[src/design/sum_pkg.sv]
// Shared constants and carrier types for the user-side layer 1 maintenance block.
// Assumes a 200 MHz system clock and byte-wide overhead strobes from the framer.
package sum_pkg;
  localparam int unsigned CLK_PERIOD_PS = 5000;
  localparam int unsigned MS_PS         = 1000000000;
  localparam int unsigned CYC_PER_MS    = MS_PS / CLK_PERIOD_PS;
  localparam int unsigned LOF_DEF       = 4;
  localparam int unsigned AIS_DELAY_NS  = 1000;
  localparam int unsigned AIS_DELAY_CYC = (AIS_DELAY_NS * 1000) / CLK_PERIOD_PS;
  localparam int unsigned K2_LSB        = 0;
  localparam logic [2:0]  K2_AIS_CODE   = 3'h7;
  localparam logic [2:0]  K2_RDI_CODE   = 3'h6;
  localparam int unsigned G1_RDI_BIT    = 3;
  localparam logic [7:0]  ALL_ONES      = 8'hff;

  typedef enum logic [1:0] {DL_HUNT, DL_PRESYNC, DL_SYNC} sum_delin_t;

  typedef enum logic [2:0] {
    user_power_off_state, user_operational_state, user_fault_upstream_access,
    user_fault_downstream_iface, user_fault_downstream_access,
    user_fault_upstream_iface, user_fault_combined, user_power_on_state
  } sum_fstate_t;

  typedef struct packed {
    logic       frameOk;
    logic       frameStb;
    logic       ptrValid;
    logic       ptrStb;
    logic       k2Stb;
    logic [7:0] k2;
    logic       g1Stb;
    logic [7:0] g1;
    logic       pAis;
  } sum_rx_t;

  typedef struct packed {
    logic       sendSignal;
    logic       pAisIns;
    logic [2:0] k2Bits;
    logic       g1Rdi;
  } sum_tx_t;

  typedef struct packed {
    logic [2:0]  losSync;
    logic        losQ;
    logic [7:0]  lofCnt;
    logic        lof;
    logic        lop;
    logic        msAis;
    logic        msRdiRx;
    logic        pRdiRx;
    sum_delin_t  delinPrev;
    logic        ocd;
    logic        lcd;
    logic [31:0] ocdCnt;
    logic [31:0] syncCnt;
    logic [15:0] aisCnt;
    sum_fstate_t fState;
    sum_tx_t     tx;
  } sum_state_t;
endpackage

[src/design/sum_maint.sv]
// User-side layer 1 maintenance: defect detection, F-state tracking, AIS/RDI insertion.
// Assumes framer strobes on mclk; loss of signal arrives asynchronously from the line receiver.
`timescale 1ns/1ps
module sum_maint
  import sum_pkg::*;
#(
  parameter int unsigned LCD_MS = 0
) (
  input  wire logic        mclk,
  input  wire logic        sys_rst,
  input  wire logic        powerGood,
  input  wire logic        losIn,
  input  wire logic [7:0]  lofLimit,
  input  wire sum_rx_t     rx,
  input  wire sum_delin_t  delinState,
  output      sum_tx_t     tx,
  output      logic        lofOut,
  output      logic        lopOut,
  output      logic        msAisOut,
  output      logic        ocdOut,
  output      logic        lcdOut,
  output      sum_fstate_t fStateOut
);

  localparam logic [31:0] LCD_CYC = 32'(LCD_MS * CYC_PER_MS);

  sum_state_t cur;
  sum_state_t next_cur;

  function automatic logic [31:0] satInc(input logic [31:0] v);
    return (v == 32'hffffffff) ? v : v + 32'h1;
  endfunction

  logic los;
  logic defSec;
  logic defPath;

  assign los     = cur.losQ;
  assign defSec  = los | cur.lof | cur.msAis;
  assign defPath = defSec | cur.lop | cur.lcd | rx.pAis;

  always_comb begin
    next_cur = cur;
    // LOS filter: change counts once stages 2 and 3 agree
    next_cur.losSync = {cur.losSync[1:0], losIn};
    if (cur.losSync[2] == cur.losSync[1]) begin
      next_cur.losQ = cur.losSync[2];
    end
    if (rx.frameStb) begin
      if (rx.frameOk) begin
        next_cur.lofCnt = 8'h0;
        next_cur.lof    = 1'b0;
      end else begin
        if (cur.lofCnt != 8'hff) begin
          next_cur.lofCnt = cur.lofCnt + 8'h1;
        end
        if (cur.lofCnt + 8'h1 >= lofLimit) begin
          next_cur.lof = 1'b1;
        end
      end
    end
    if (rx.ptrStb) begin
      next_cur.lop = ~rx.ptrValid;
    end
    // K2 AIS detect and far-end RDI capture
    if (rx.k2Stb) begin
      next_cur.msAis   = (rx.k2[K2_LSB +: 3] == K2_AIS_CODE);
      next_cur.msRdiRx = (rx.k2[K2_LSB +: 3] == K2_RDI_CODE);
    end
    if (rx.g1Stb) begin
      next_cur.pRdiRx = rx.g1[G1_RDI_BIT];
    end
    // Cell delineation anomaly and defect
    next_cur.delinPrev = delinState;
    if (cur.delinPrev == DL_SYNC && delinState == DL_HUNT) begin
      next_cur.ocd = 1'b1;
    end
    if (cur.delinPrev == DL_PRESYNC && delinState == DL_SYNC) begin
      next_cur.ocd = 1'b0;
    end
    if (cur.ocd && !cur.lcd) begin
      next_cur.ocdCnt = satInc(cur.ocdCnt);
      if (cur.ocdCnt >= LCD_CYC) begin
        next_cur.lcd = 1'b1;
        next_cur.ocd = 1'b0;
      end
    end else begin
      next_cur.ocdCnt = 32'h0;
    end
    if (delinState == DL_SYNC) begin
      next_cur.syncCnt = satInc(cur.syncCnt);
      if (cur.lcd && cur.syncCnt >= LCD_CYC) begin
        next_cur.lcd = 1'b0;
      end
    end else begin
      next_cur.syncCnt = 32'h0;
    end
    if (defSec | cur.lop) begin
      if (cur.aisCnt < 16'(AIS_DELAY_CYC)) begin
        next_cur.aisCnt = cur.aisCnt + 16'h1;
      end
    end else begin
      next_cur.aisCnt = 16'h0;
    end
    // User-side F-state machine
    if (!powerGood) begin
      next_cur.fState = user_power_off_state;
    end else begin
      unique case (cur.fState)
        user_power_off_state: next_cur.fState = user_power_on_state;
        user_operational_state, user_fault_upstream_access,
        user_fault_downstream_iface, user_fault_downstream_access,
        user_fault_upstream_iface, user_fault_combined,
        user_power_on_state: begin
          if (los | cur.lof) begin
            next_cur.fState = user_fault_downstream_iface;
          end else if ((rx.pAis | cur.lop | (cur.lcd & cur.pRdiRx)) && cur.msRdiRx) begin
            next_cur.fState = user_fault_combined;
          end else if (rx.pAis | cur.lop | cur.lcd | cur.msAis) begin
            next_cur.fState = user_fault_downstream_access;
          end else if (cur.msRdiRx && cur.pRdiRx) begin
            next_cur.fState = user_fault_upstream_iface;
          end else if (cur.pRdiRx) begin
            next_cur.fState = user_fault_upstream_access;
          end else begin
            next_cur.fState = user_operational_state;
          end
        end
      endcase
    end
    // Outgoing overhead per state
    next_cur.tx = '0;
    // signal only when powered and evaluated
    next_cur.tx.sendSignal = (next_cur.fState != user_power_off_state) &&
                             (next_cur.fState != user_power_on_state);
    next_cur.tx.pAisIns = next_cur.tx.sendSignal && (next_cur.aisCnt >= 16'(AIS_DELAY_CYC));
    if (next_cur.tx.sendSignal && (los | cur.lof | cur.msAis)) begin
      next_cur.tx.k2Bits = K2_RDI_CODE;
    end
    next_cur.tx.g1Rdi = next_cur.tx.sendSignal && (defPath ||
                        next_cur.fState == user_fault_combined ||
                        next_cur.fState == user_fault_downstream_access ||
                        next_cur.fState == user_fault_downstream_iface);
  end

  always_ff @(posedge mclk) begin
    if (sys_rst) begin
      cur        <= '0;
      cur.fState <= user_power_off_state;
    end else begin
      cur <= next_cur;
    end
  end

  assign tx        = cur.tx;
  assign lofOut    = cur.lof;
  assign lopOut    = cur.lop;
  assign msAisOut  = cur.msAis;
  assign ocdOut    = cur.ocd;
  assign lcdOut    = cur.lcd;
  assign fStateOut = cur.fState;

  a_k2_ais_det: assert property (@(posedge mclk) disable iff (sys_rst)
    rx.k2Stb && rx.k2[2:0] == 3'h7 |=> msAisOut)
    else $error("k2 ais not detected");
  a_lop_det: assert property (@(posedge mclk) disable iff (sys_rst)
    rx.ptrStb && !rx.ptrValid |=> lopOut)
    else $error("lop not raised");
  a_lof_clear: assert property (@(posedge mclk) disable iff (sys_rst)
    rx.frameStb && rx.frameOk |=> !lofOut)
    else $error("lof not cleared");
  a_msrdi_send: assert property (@(posedge mclk) disable iff (sys_rst)
    lofOut && powerGood && tx.sendSignal |=> (tx.k2Bits == 3'h6 || !tx.sendSignal))
    else $error("ms-rdi code missing");
  a_prdi_lop: assert property (@(posedge mclk) disable iff (sys_rst)
    lopOut && tx.sendSignal && $stable(lopOut) |=> tx.g1Rdi || !tx.sendSignal)
    else $error("p-rdi missing");
  a_ocd_entry: assert property (@(posedge mclk) disable iff (sys_rst)
    $past(delinState) == DL_SYNC && delinState == DL_HUNT && !lcdOut |=> ocdOut || lcdOut)
    else $error("ocd not entered");
  a_los_fault: assert property (@(posedge mclk) disable iff (sys_rst)
    powerGood && $past(powerGood) && cur.losQ && fStateOut != user_power_off_state
    |=> fStateOut == user_fault_downstream_iface)
    else $error("los did not give fault two");
  a_power_off: assert property (@(posedge mclk) disable iff (sys_rst)
    !powerGood |=> fStateOut == user_power_off_state ##1 !tx.sendSignal)
    else $error("power off not silent");
  a_power_on: assert property (@(posedge mclk) disable iff (sys_rst)
    fStateOut == user_power_off_state && powerGood |=> fStateOut == user_power_on_state)
    else $error("power on skipped");

  // Defect detection
  a_lof_set: assert property (@(posedge mclk) disable iff (sys_rst)
    $rose(lofOut) |-> $past(rx.frameStb) && !$past(rx.frameOk))
    else $error("lof raised without errored frame");
  a_lop_clear: assert property (@(posedge mclk) disable iff (sys_rst)
    rx.ptrStb && rx.ptrValid |=> !lopOut)
    else $error("lop not cleared");
  a_k2_ais_clear: assert property (@(posedge mclk) disable iff (sys_rst)
    rx.k2Stb && rx.k2[2:0] != 3'h7 |=> !msAisOut)
    else $error("ms-ais not cleared");
  a_los_filter: assert property (@(posedge mclk) disable iff (sys_rst)
    $rose(cur.losQ) |-> $past(cur.losSync[2]) && $past(cur.losSync[1]))
    else $error("los accepted before filter agreed");

  // Alarm insertion
  a_pais_cause: assert property (@(posedge mclk) disable iff (sys_rst)
    !(cur.losQ || lofOut || msAisOut || lopOut) |=> !tx.pAisIns)
    else $error("p-ais without cause");
  a_pais_gate: assert property (@(posedge mclk) disable iff (sys_rst)
    tx.pAisIns |-> tx.sendSignal)
    else $error("p-ais while silent");
  a_prdi_pais: assert property (@(posedge mclk) disable iff (sys_rst)
    rx.pAis && powerGood && fStateOut != user_power_off_state |=> tx.g1Rdi)
    else $error("p-rdi missing on p-ais");

  // Cell delineation
  a_lcd_entry: assert property (@(posedge mclk) disable iff (sys_rst)
    $rose(lcdOut) |-> $past(ocdOut))
    else $error("lcd without ocd");
  a_ocd_end: assert property (@(posedge mclk) disable iff (sys_rst)
    $rose(lcdOut) |-> !ocdOut)
    else $error("ocd kept after lcd entry");
  a_lcd_exit: assert property (@(posedge mclk) disable iff (sys_rst)
    $fell(lcdOut) |-> $past(delinState) == DL_SYNC)
    else $error("lcd cleared outside sync");
  a_lcd_zero: assert property (@(posedge mclk) disable iff (sys_rst)
    LCD_MS == 0 && ocdOut && !lcdOut |=> lcdOut)
    else $error("lcd late with zero x");

  // F-state entry
  a_lof_fault: assert property (@(posedge mclk) disable iff (sys_rst)
    powerGood && lofOut && fStateOut != user_power_off_state
    |=> fStateOut == user_fault_downstream_iface)
    else $error("lof did not give fault two");
  a_ds_access: assert property (@(posedge mclk) disable iff (sys_rst)
    powerGood && fStateOut != user_power_off_state && !cur.losQ && !lofOut &&
    (lopOut || lcdOut) && !cur.msRdiRx |=> fStateOut == user_fault_downstream_access)
    else $error("path defect did not give fault three");
  a_comb_entry: assert property (@(posedge mclk) disable iff (sys_rst)
    powerGood && fStateOut != user_power_off_state && !cur.losQ && !lofOut &&
    lopOut && cur.msRdiRx |=> fStateOut == user_fault_combined)
    else $error("lop with ms-rdi did not give combined fault");
  a_pon_leave: assert property (@(posedge mclk) disable iff (sys_rst)
    fStateOut == user_power_on_state && powerGood |=> fStateOut != user_power_on_state)
    else $error("power on not transient");

  // Outgoing overhead by state
  a_op_tx: assert property (@(posedge mclk) disable iff (sys_rst)
    fStateOut == user_operational_state |-> tx.sendSignal && !tx.g1Rdi && tx.k2Bits == 3'h0)
    else $error("operational frames not clean");
  a_us_access_tx: assert property (@(posedge mclk) disable iff (sys_rst)
    fStateOut == user_fault_upstream_access |-> tx.sendSignal && !tx.g1Rdi && tx.k2Bits == 3'h0)
    else $error("fault one frames not operational");
  a_fault_two_tx: assert property (@(posedge mclk) disable iff (sys_rst)
    fStateOut == user_fault_downstream_iface |-> tx.k2Bits == K2_RDI_CODE && tx.g1Rdi)
    else $error("fault two frames lack rdi");
  a_fault_three_tx: assert property (@(posedge mclk) disable iff (sys_rst)
    fStateOut == user_fault_downstream_access |-> tx.g1Rdi)
    else $error("fault three frames lack p-rdi");
  a_us_iface_tx: assert property (@(posedge mclk) disable iff (sys_rst)
    fStateOut == user_fault_upstream_iface |-> tx.sendSignal && !tx.g1Rdi && tx.k2Bits == 3'h0)
    else $error("fault four frames not operational");
  a_comb_tx: assert property (@(posedge mclk) disable iff (sys_rst)
    fStateOut == user_fault_combined |-> tx.g1Rdi)
    else $error("combined fault frames lack p-rdi");
  a_silent_tx: assert property (@(posedge mclk) disable iff (sys_rst)
    fStateOut == user_power_off_state || fStateOut == user_power_on_state
    |-> !tx.sendSignal && !tx.pAisIns && !tx.g1Rdi && tx.k2Bits == 3'h0)
    else $error("overhead sent while silent");

  c_lof: cover property (@(posedge mclk) lofOut);
  c_lcd: cover property (@(posedge mclk) lcdOut);
  c_comb: cover property (@(posedge mclk) fStateOut == user_fault_combined);
  c_ais: cover property (@(posedge mclk) tx.pAisIns);
  c_pwr_on: cover property (@(posedge mclk) fStateOut == user_power_on_state);

endmodule

[config.mk]
export PLATFORM = sky130hd
export DESIGN_NAME = sum_maint
export DESIGN_NICKNAME = d
export VERILOG_FILES = /design/src/design/sum_pkg.sv /design/src/design/sum_maint.sv
export SDC_FILE = /design/constraint.sdc
export NUM_CORES = 1
export LEC_CHECK = 0
export BUFFER_PORTS_ARGS = -buffer_cell sky130_fd_sc_hd__buf_2
export CORE_MARGIN = 3
export CORE_UTILIZATION = 48
export CTS_CLUSTER_SIZE = 14
export DETAILED_ROUTE_END_ITERATION = 8
export MAX_ROUTING_LAYER = met4
export PLACE_DENSITY = 0.75
export SLEW_MARGIN = 20
export SYNTH_ARGS = -nofsm -noshare
export SYNTH_HDL_FRONTEND = slang
export SYNTH_SLANG_ARGS = --single-unit
[constraint.sdc]
create_clock -name mclk -period 1.7 [get_ports mclk]
set_input_delay 0.17 -clock mclk [delete_from_list [all_inputs] [get_ports mclk]]
set_output_delay 0.17 -clock mclk [all_outputs]
set_load 0.01 [all_outputs]
==> impl_metrics.yaml <==
synth:
  avgSynthCellArea_sq_um: 8.88
  yosys-top-cells-area: "dfxtp_1, ha_1, nor2_1, a21oi_1, buf_4"
  ys_ff_latch: 44
  yosysMostFrequentCell: "dfxtp_1"
  ys_top_cells_by_count: "dfxtp_1, nor2_1, a21oi_1"
  async_flop_share_pct: 0
  syn-cell-area_sq_um: 2100
  synth_top_area_cell: "dfxtp_1"
  synth_cells: 237
  synthFlopType: "dfxtp_1"
  syn-num-nets: 284
  yosys_warnings: 0
  ys_types: 43
  synth_edf_count: 0
  synth_top_area_share_pct: 41.9
  yosysSeqAreaShare_pct: 41.9
global_route:
  grt_max_degree: 24
  grt-ovfl-total: 0
  grt_pass1_wl_um: 7000
  antenna_found_initial: 0
  grtUsageTotal_pct: 17.3
  first_global_vias: 1704
worst_setup_path:
  cp-endpoint: "lofOut$_SDFFE_PP0P_"
  critical_path.max_fanout: 4
  worstSetupPathType: "reg2reg"
  critPathCaptureType: "flop"
  worstSetupStartpointType: "flop"
  reg2reg_from: "cur[98]$_SDFFE_PP0P_"
  reg2regPathDepth: 8
  cp.required_ps: 1890
  cp.arrival_ps: 1920
  r2r-end: "lofOut$_SDFFE_PP0P_"
  r2r_slack_ps: -30
  startpoint: "cur[98]$_SDFFE_PP0P_"
timing:
  layout_worst_path_cycle_share_pct: 102
  drv_slew: 0
  setup_tns_ps: -30.8
  rsz0062_at_grt: "yes"
  final_hold_viol_count: 0
  slew_headroom_pct: 60.1
  timing.final.ws_setup_ps: -30.8
  worst_slew_pin_slew_ps: 593
  timing.fmax_mhz: 578
  min_period_ps: 1730
  finalSetupViolCount: 1
  finalClockSkew_ps: 12.5
clock_network:
  cts-root-buf: "clkbuf_8"
  cts_sinks: 44
  clock_latency_ps: 300
  clk_path_buf_depth: 2
  clk_pin_slew_ps: 90
  htree_levels: 2
  cts_tree: "done"
  cts_buffers: 5
  holdBufCountCts: 0
power_and_ir_drop:
  p_leak_nw: 1.16
  power_density_nw_per_um2: 793
  peakVddDrop_mv: 0.624
  power.total_mw: 2.03
drt:
  drc: 0
  via_per_inst: 5.38
  drt_wl_total_um: 4260
  vias: 1808
  postRouteAntennaNets: 0
  dr.pass1.iters: 4
  drtIter0Drc: 65
  wl_per_cell_um: 12.7
floorplan:
  rows: 23
  initial_core_util_pct: 51.1
  io_pins: 51
  chipHeight_um: 72.2
  dieWidth_um: 72.2
  core_sq_um: 4120
  dieArea_sq_um: 5220
worst_hold_path:
  min_from: "rx[20]"
  min_path_type: "in2reg"
finish:
  drive_gt1_share_pct: 30.8
  nets: 332
  utilization_pct: 62.4
  num_antenna_cells: 0
  syn_to_final_growth_pct: 21.9
  fillerInstances: 345
  finalInstanceArea_sq_um: 2570
  instances_no_fill: 336
placed_design:
  place_inst: 324
  portBuffers: 37
  placed_cell_area_sq_um: 2390
  place.gp.congestion: 0.816
  dp_hpwl_um: 3110
outcome:
  violations: "setup timing"
  outcome: "finished, violations left"
job:
  maxCapViolations: 0
-- area by class of cell --
type,instances,area (sq um),area share (%)
Clock inverter,3,47.5,1.85
Timing Repair Buffer,57,335,13.1
Clock buffer,5,68.8,2.68
Tap cell,50,62.6,2.44
Inverter,11,41.3,1.61
Sequential cell,44,896,34.9
Multi-Input combinational cell,166,1110,43.4
-- stage by stage --
| stage | hold slack [ps] | setup slack [ps] |
|---|---|---|
| 2_1_floorplan | 266 | 1.58 |
| 3_3_place_gp | 364 | -32.2 |
| 3_5_place_dp | 373 | -87.2 |
| 4_1_cts | 50.5 | -67.4 |
| 5_1_grt | 44.3 | -85.2 |
| 6_report | 54.0 | -30.8 |
-- critical path, cell delays in order (launching register included) --
cell	delay, ps
dfxtp_4	370
and4_4	250
nand2_4	70
xnor2_2	130
ha_1	290
a21o_1	170
a21oi_2	120
o211a_1	160
o21ai_1	60
-- flip-flops by register name, summed over array words and instances, names as in the netlist --
signal	count
tx	4
lofOut	1
msAisOut	1
lcdOut	1
ocdOut	1
los	1
fStateOut	3
cur	31
lopOut	1
-- layout by cell type, fill, tap and decap left out, types with 2 or more instances in the layout --
cell,synthesis,final
nor2b_1,6,6
and2_1,9,9
nand4_1,7,7
o21ai_0,6,5
nand3_1,6,6
or2_2,2,2
ha_1,10,9
dfxtp_2,0,3
nor2_1,26,25
a21oi_1,19,18
nor3b_1,3,3
nor4_2,2,2
nor4_1,4,4
dfxtp_1,44,38
buf_2,0,37
a211oi_1,2,2
nand2b_1,4,4
o21ai_2,2,2
a21o_1,2,2
nand3b_1,2,2
clkbuf_8,0,5
clkinv_4,0,2
a21oi_2,1,2
xnor2_1,6,5
inv_1,11,11
xor2_1,6,6
nor3_1,5,5
dfxtp_4,0,3
o21ai_1,1,2
a31oi_1,5,5
and3_1,3,2
buf_4,9,20
nand2_1,14,13
-- power breakdown --
part	internal, mW	leakage [nW]	switching [mW]
Combinational	0.0788	0.742	0.0910
Sequential	1.05	0.361	0.0173
Clock	0.442	0.0583	0.355
Total	1.57	1.16	0.464
-- logic make-up (layout without fill, tap and decap cells) --
group,Yosys count,in the layout,share of synthesized area [%]
other,1,1,0.178
adders and majority gates,10,10,5.95
DFF,44,44,41.9
AOI/OAI and AO/OA,44,44,13.6
xor gates and xnor gates,12,12,4.99
buffers and inverters,27,76,7.49
muxes,2,2,1.01
and+or+nand+nor,97,97,24.9
-- routing by layer --
metal	track usage [%]	vias up	wire (um)
met2	28.3	39	2080
li1	-	918	-
met1	21.0	845	1940
met3	4.57	6	192
met4	4.80	0	48
met5	-	-	0
-- timing repair --
action / 4_1_cts / 5_1_grt
gates resized for setup: 4 / 7
endpoints found under the setup margin: 1 / 8
pin swaps: 7 / 6
setup buffers: 1 / 3
-- how the worst min path moves through the flow --
stage,end,slack [ps],cells past startpoint
4_1_cts,lopOut$_SDFFE_PP0P_,50,2
3_3_place_gp,lopOut$_SDFFE_PP0P_,360,2
3_5_place_dp,lopOut$_SDFFE_PP0P_,370,2
2_1_floorplan,lopOut$_SDFFE_PP0P_,270,1
5_1_grt,lopOut$_SDFFE_PP0P_,40,2
6_report,lopOut$_SDFFE_PP0P_,50,2
(Power assumes the default switching activity.)
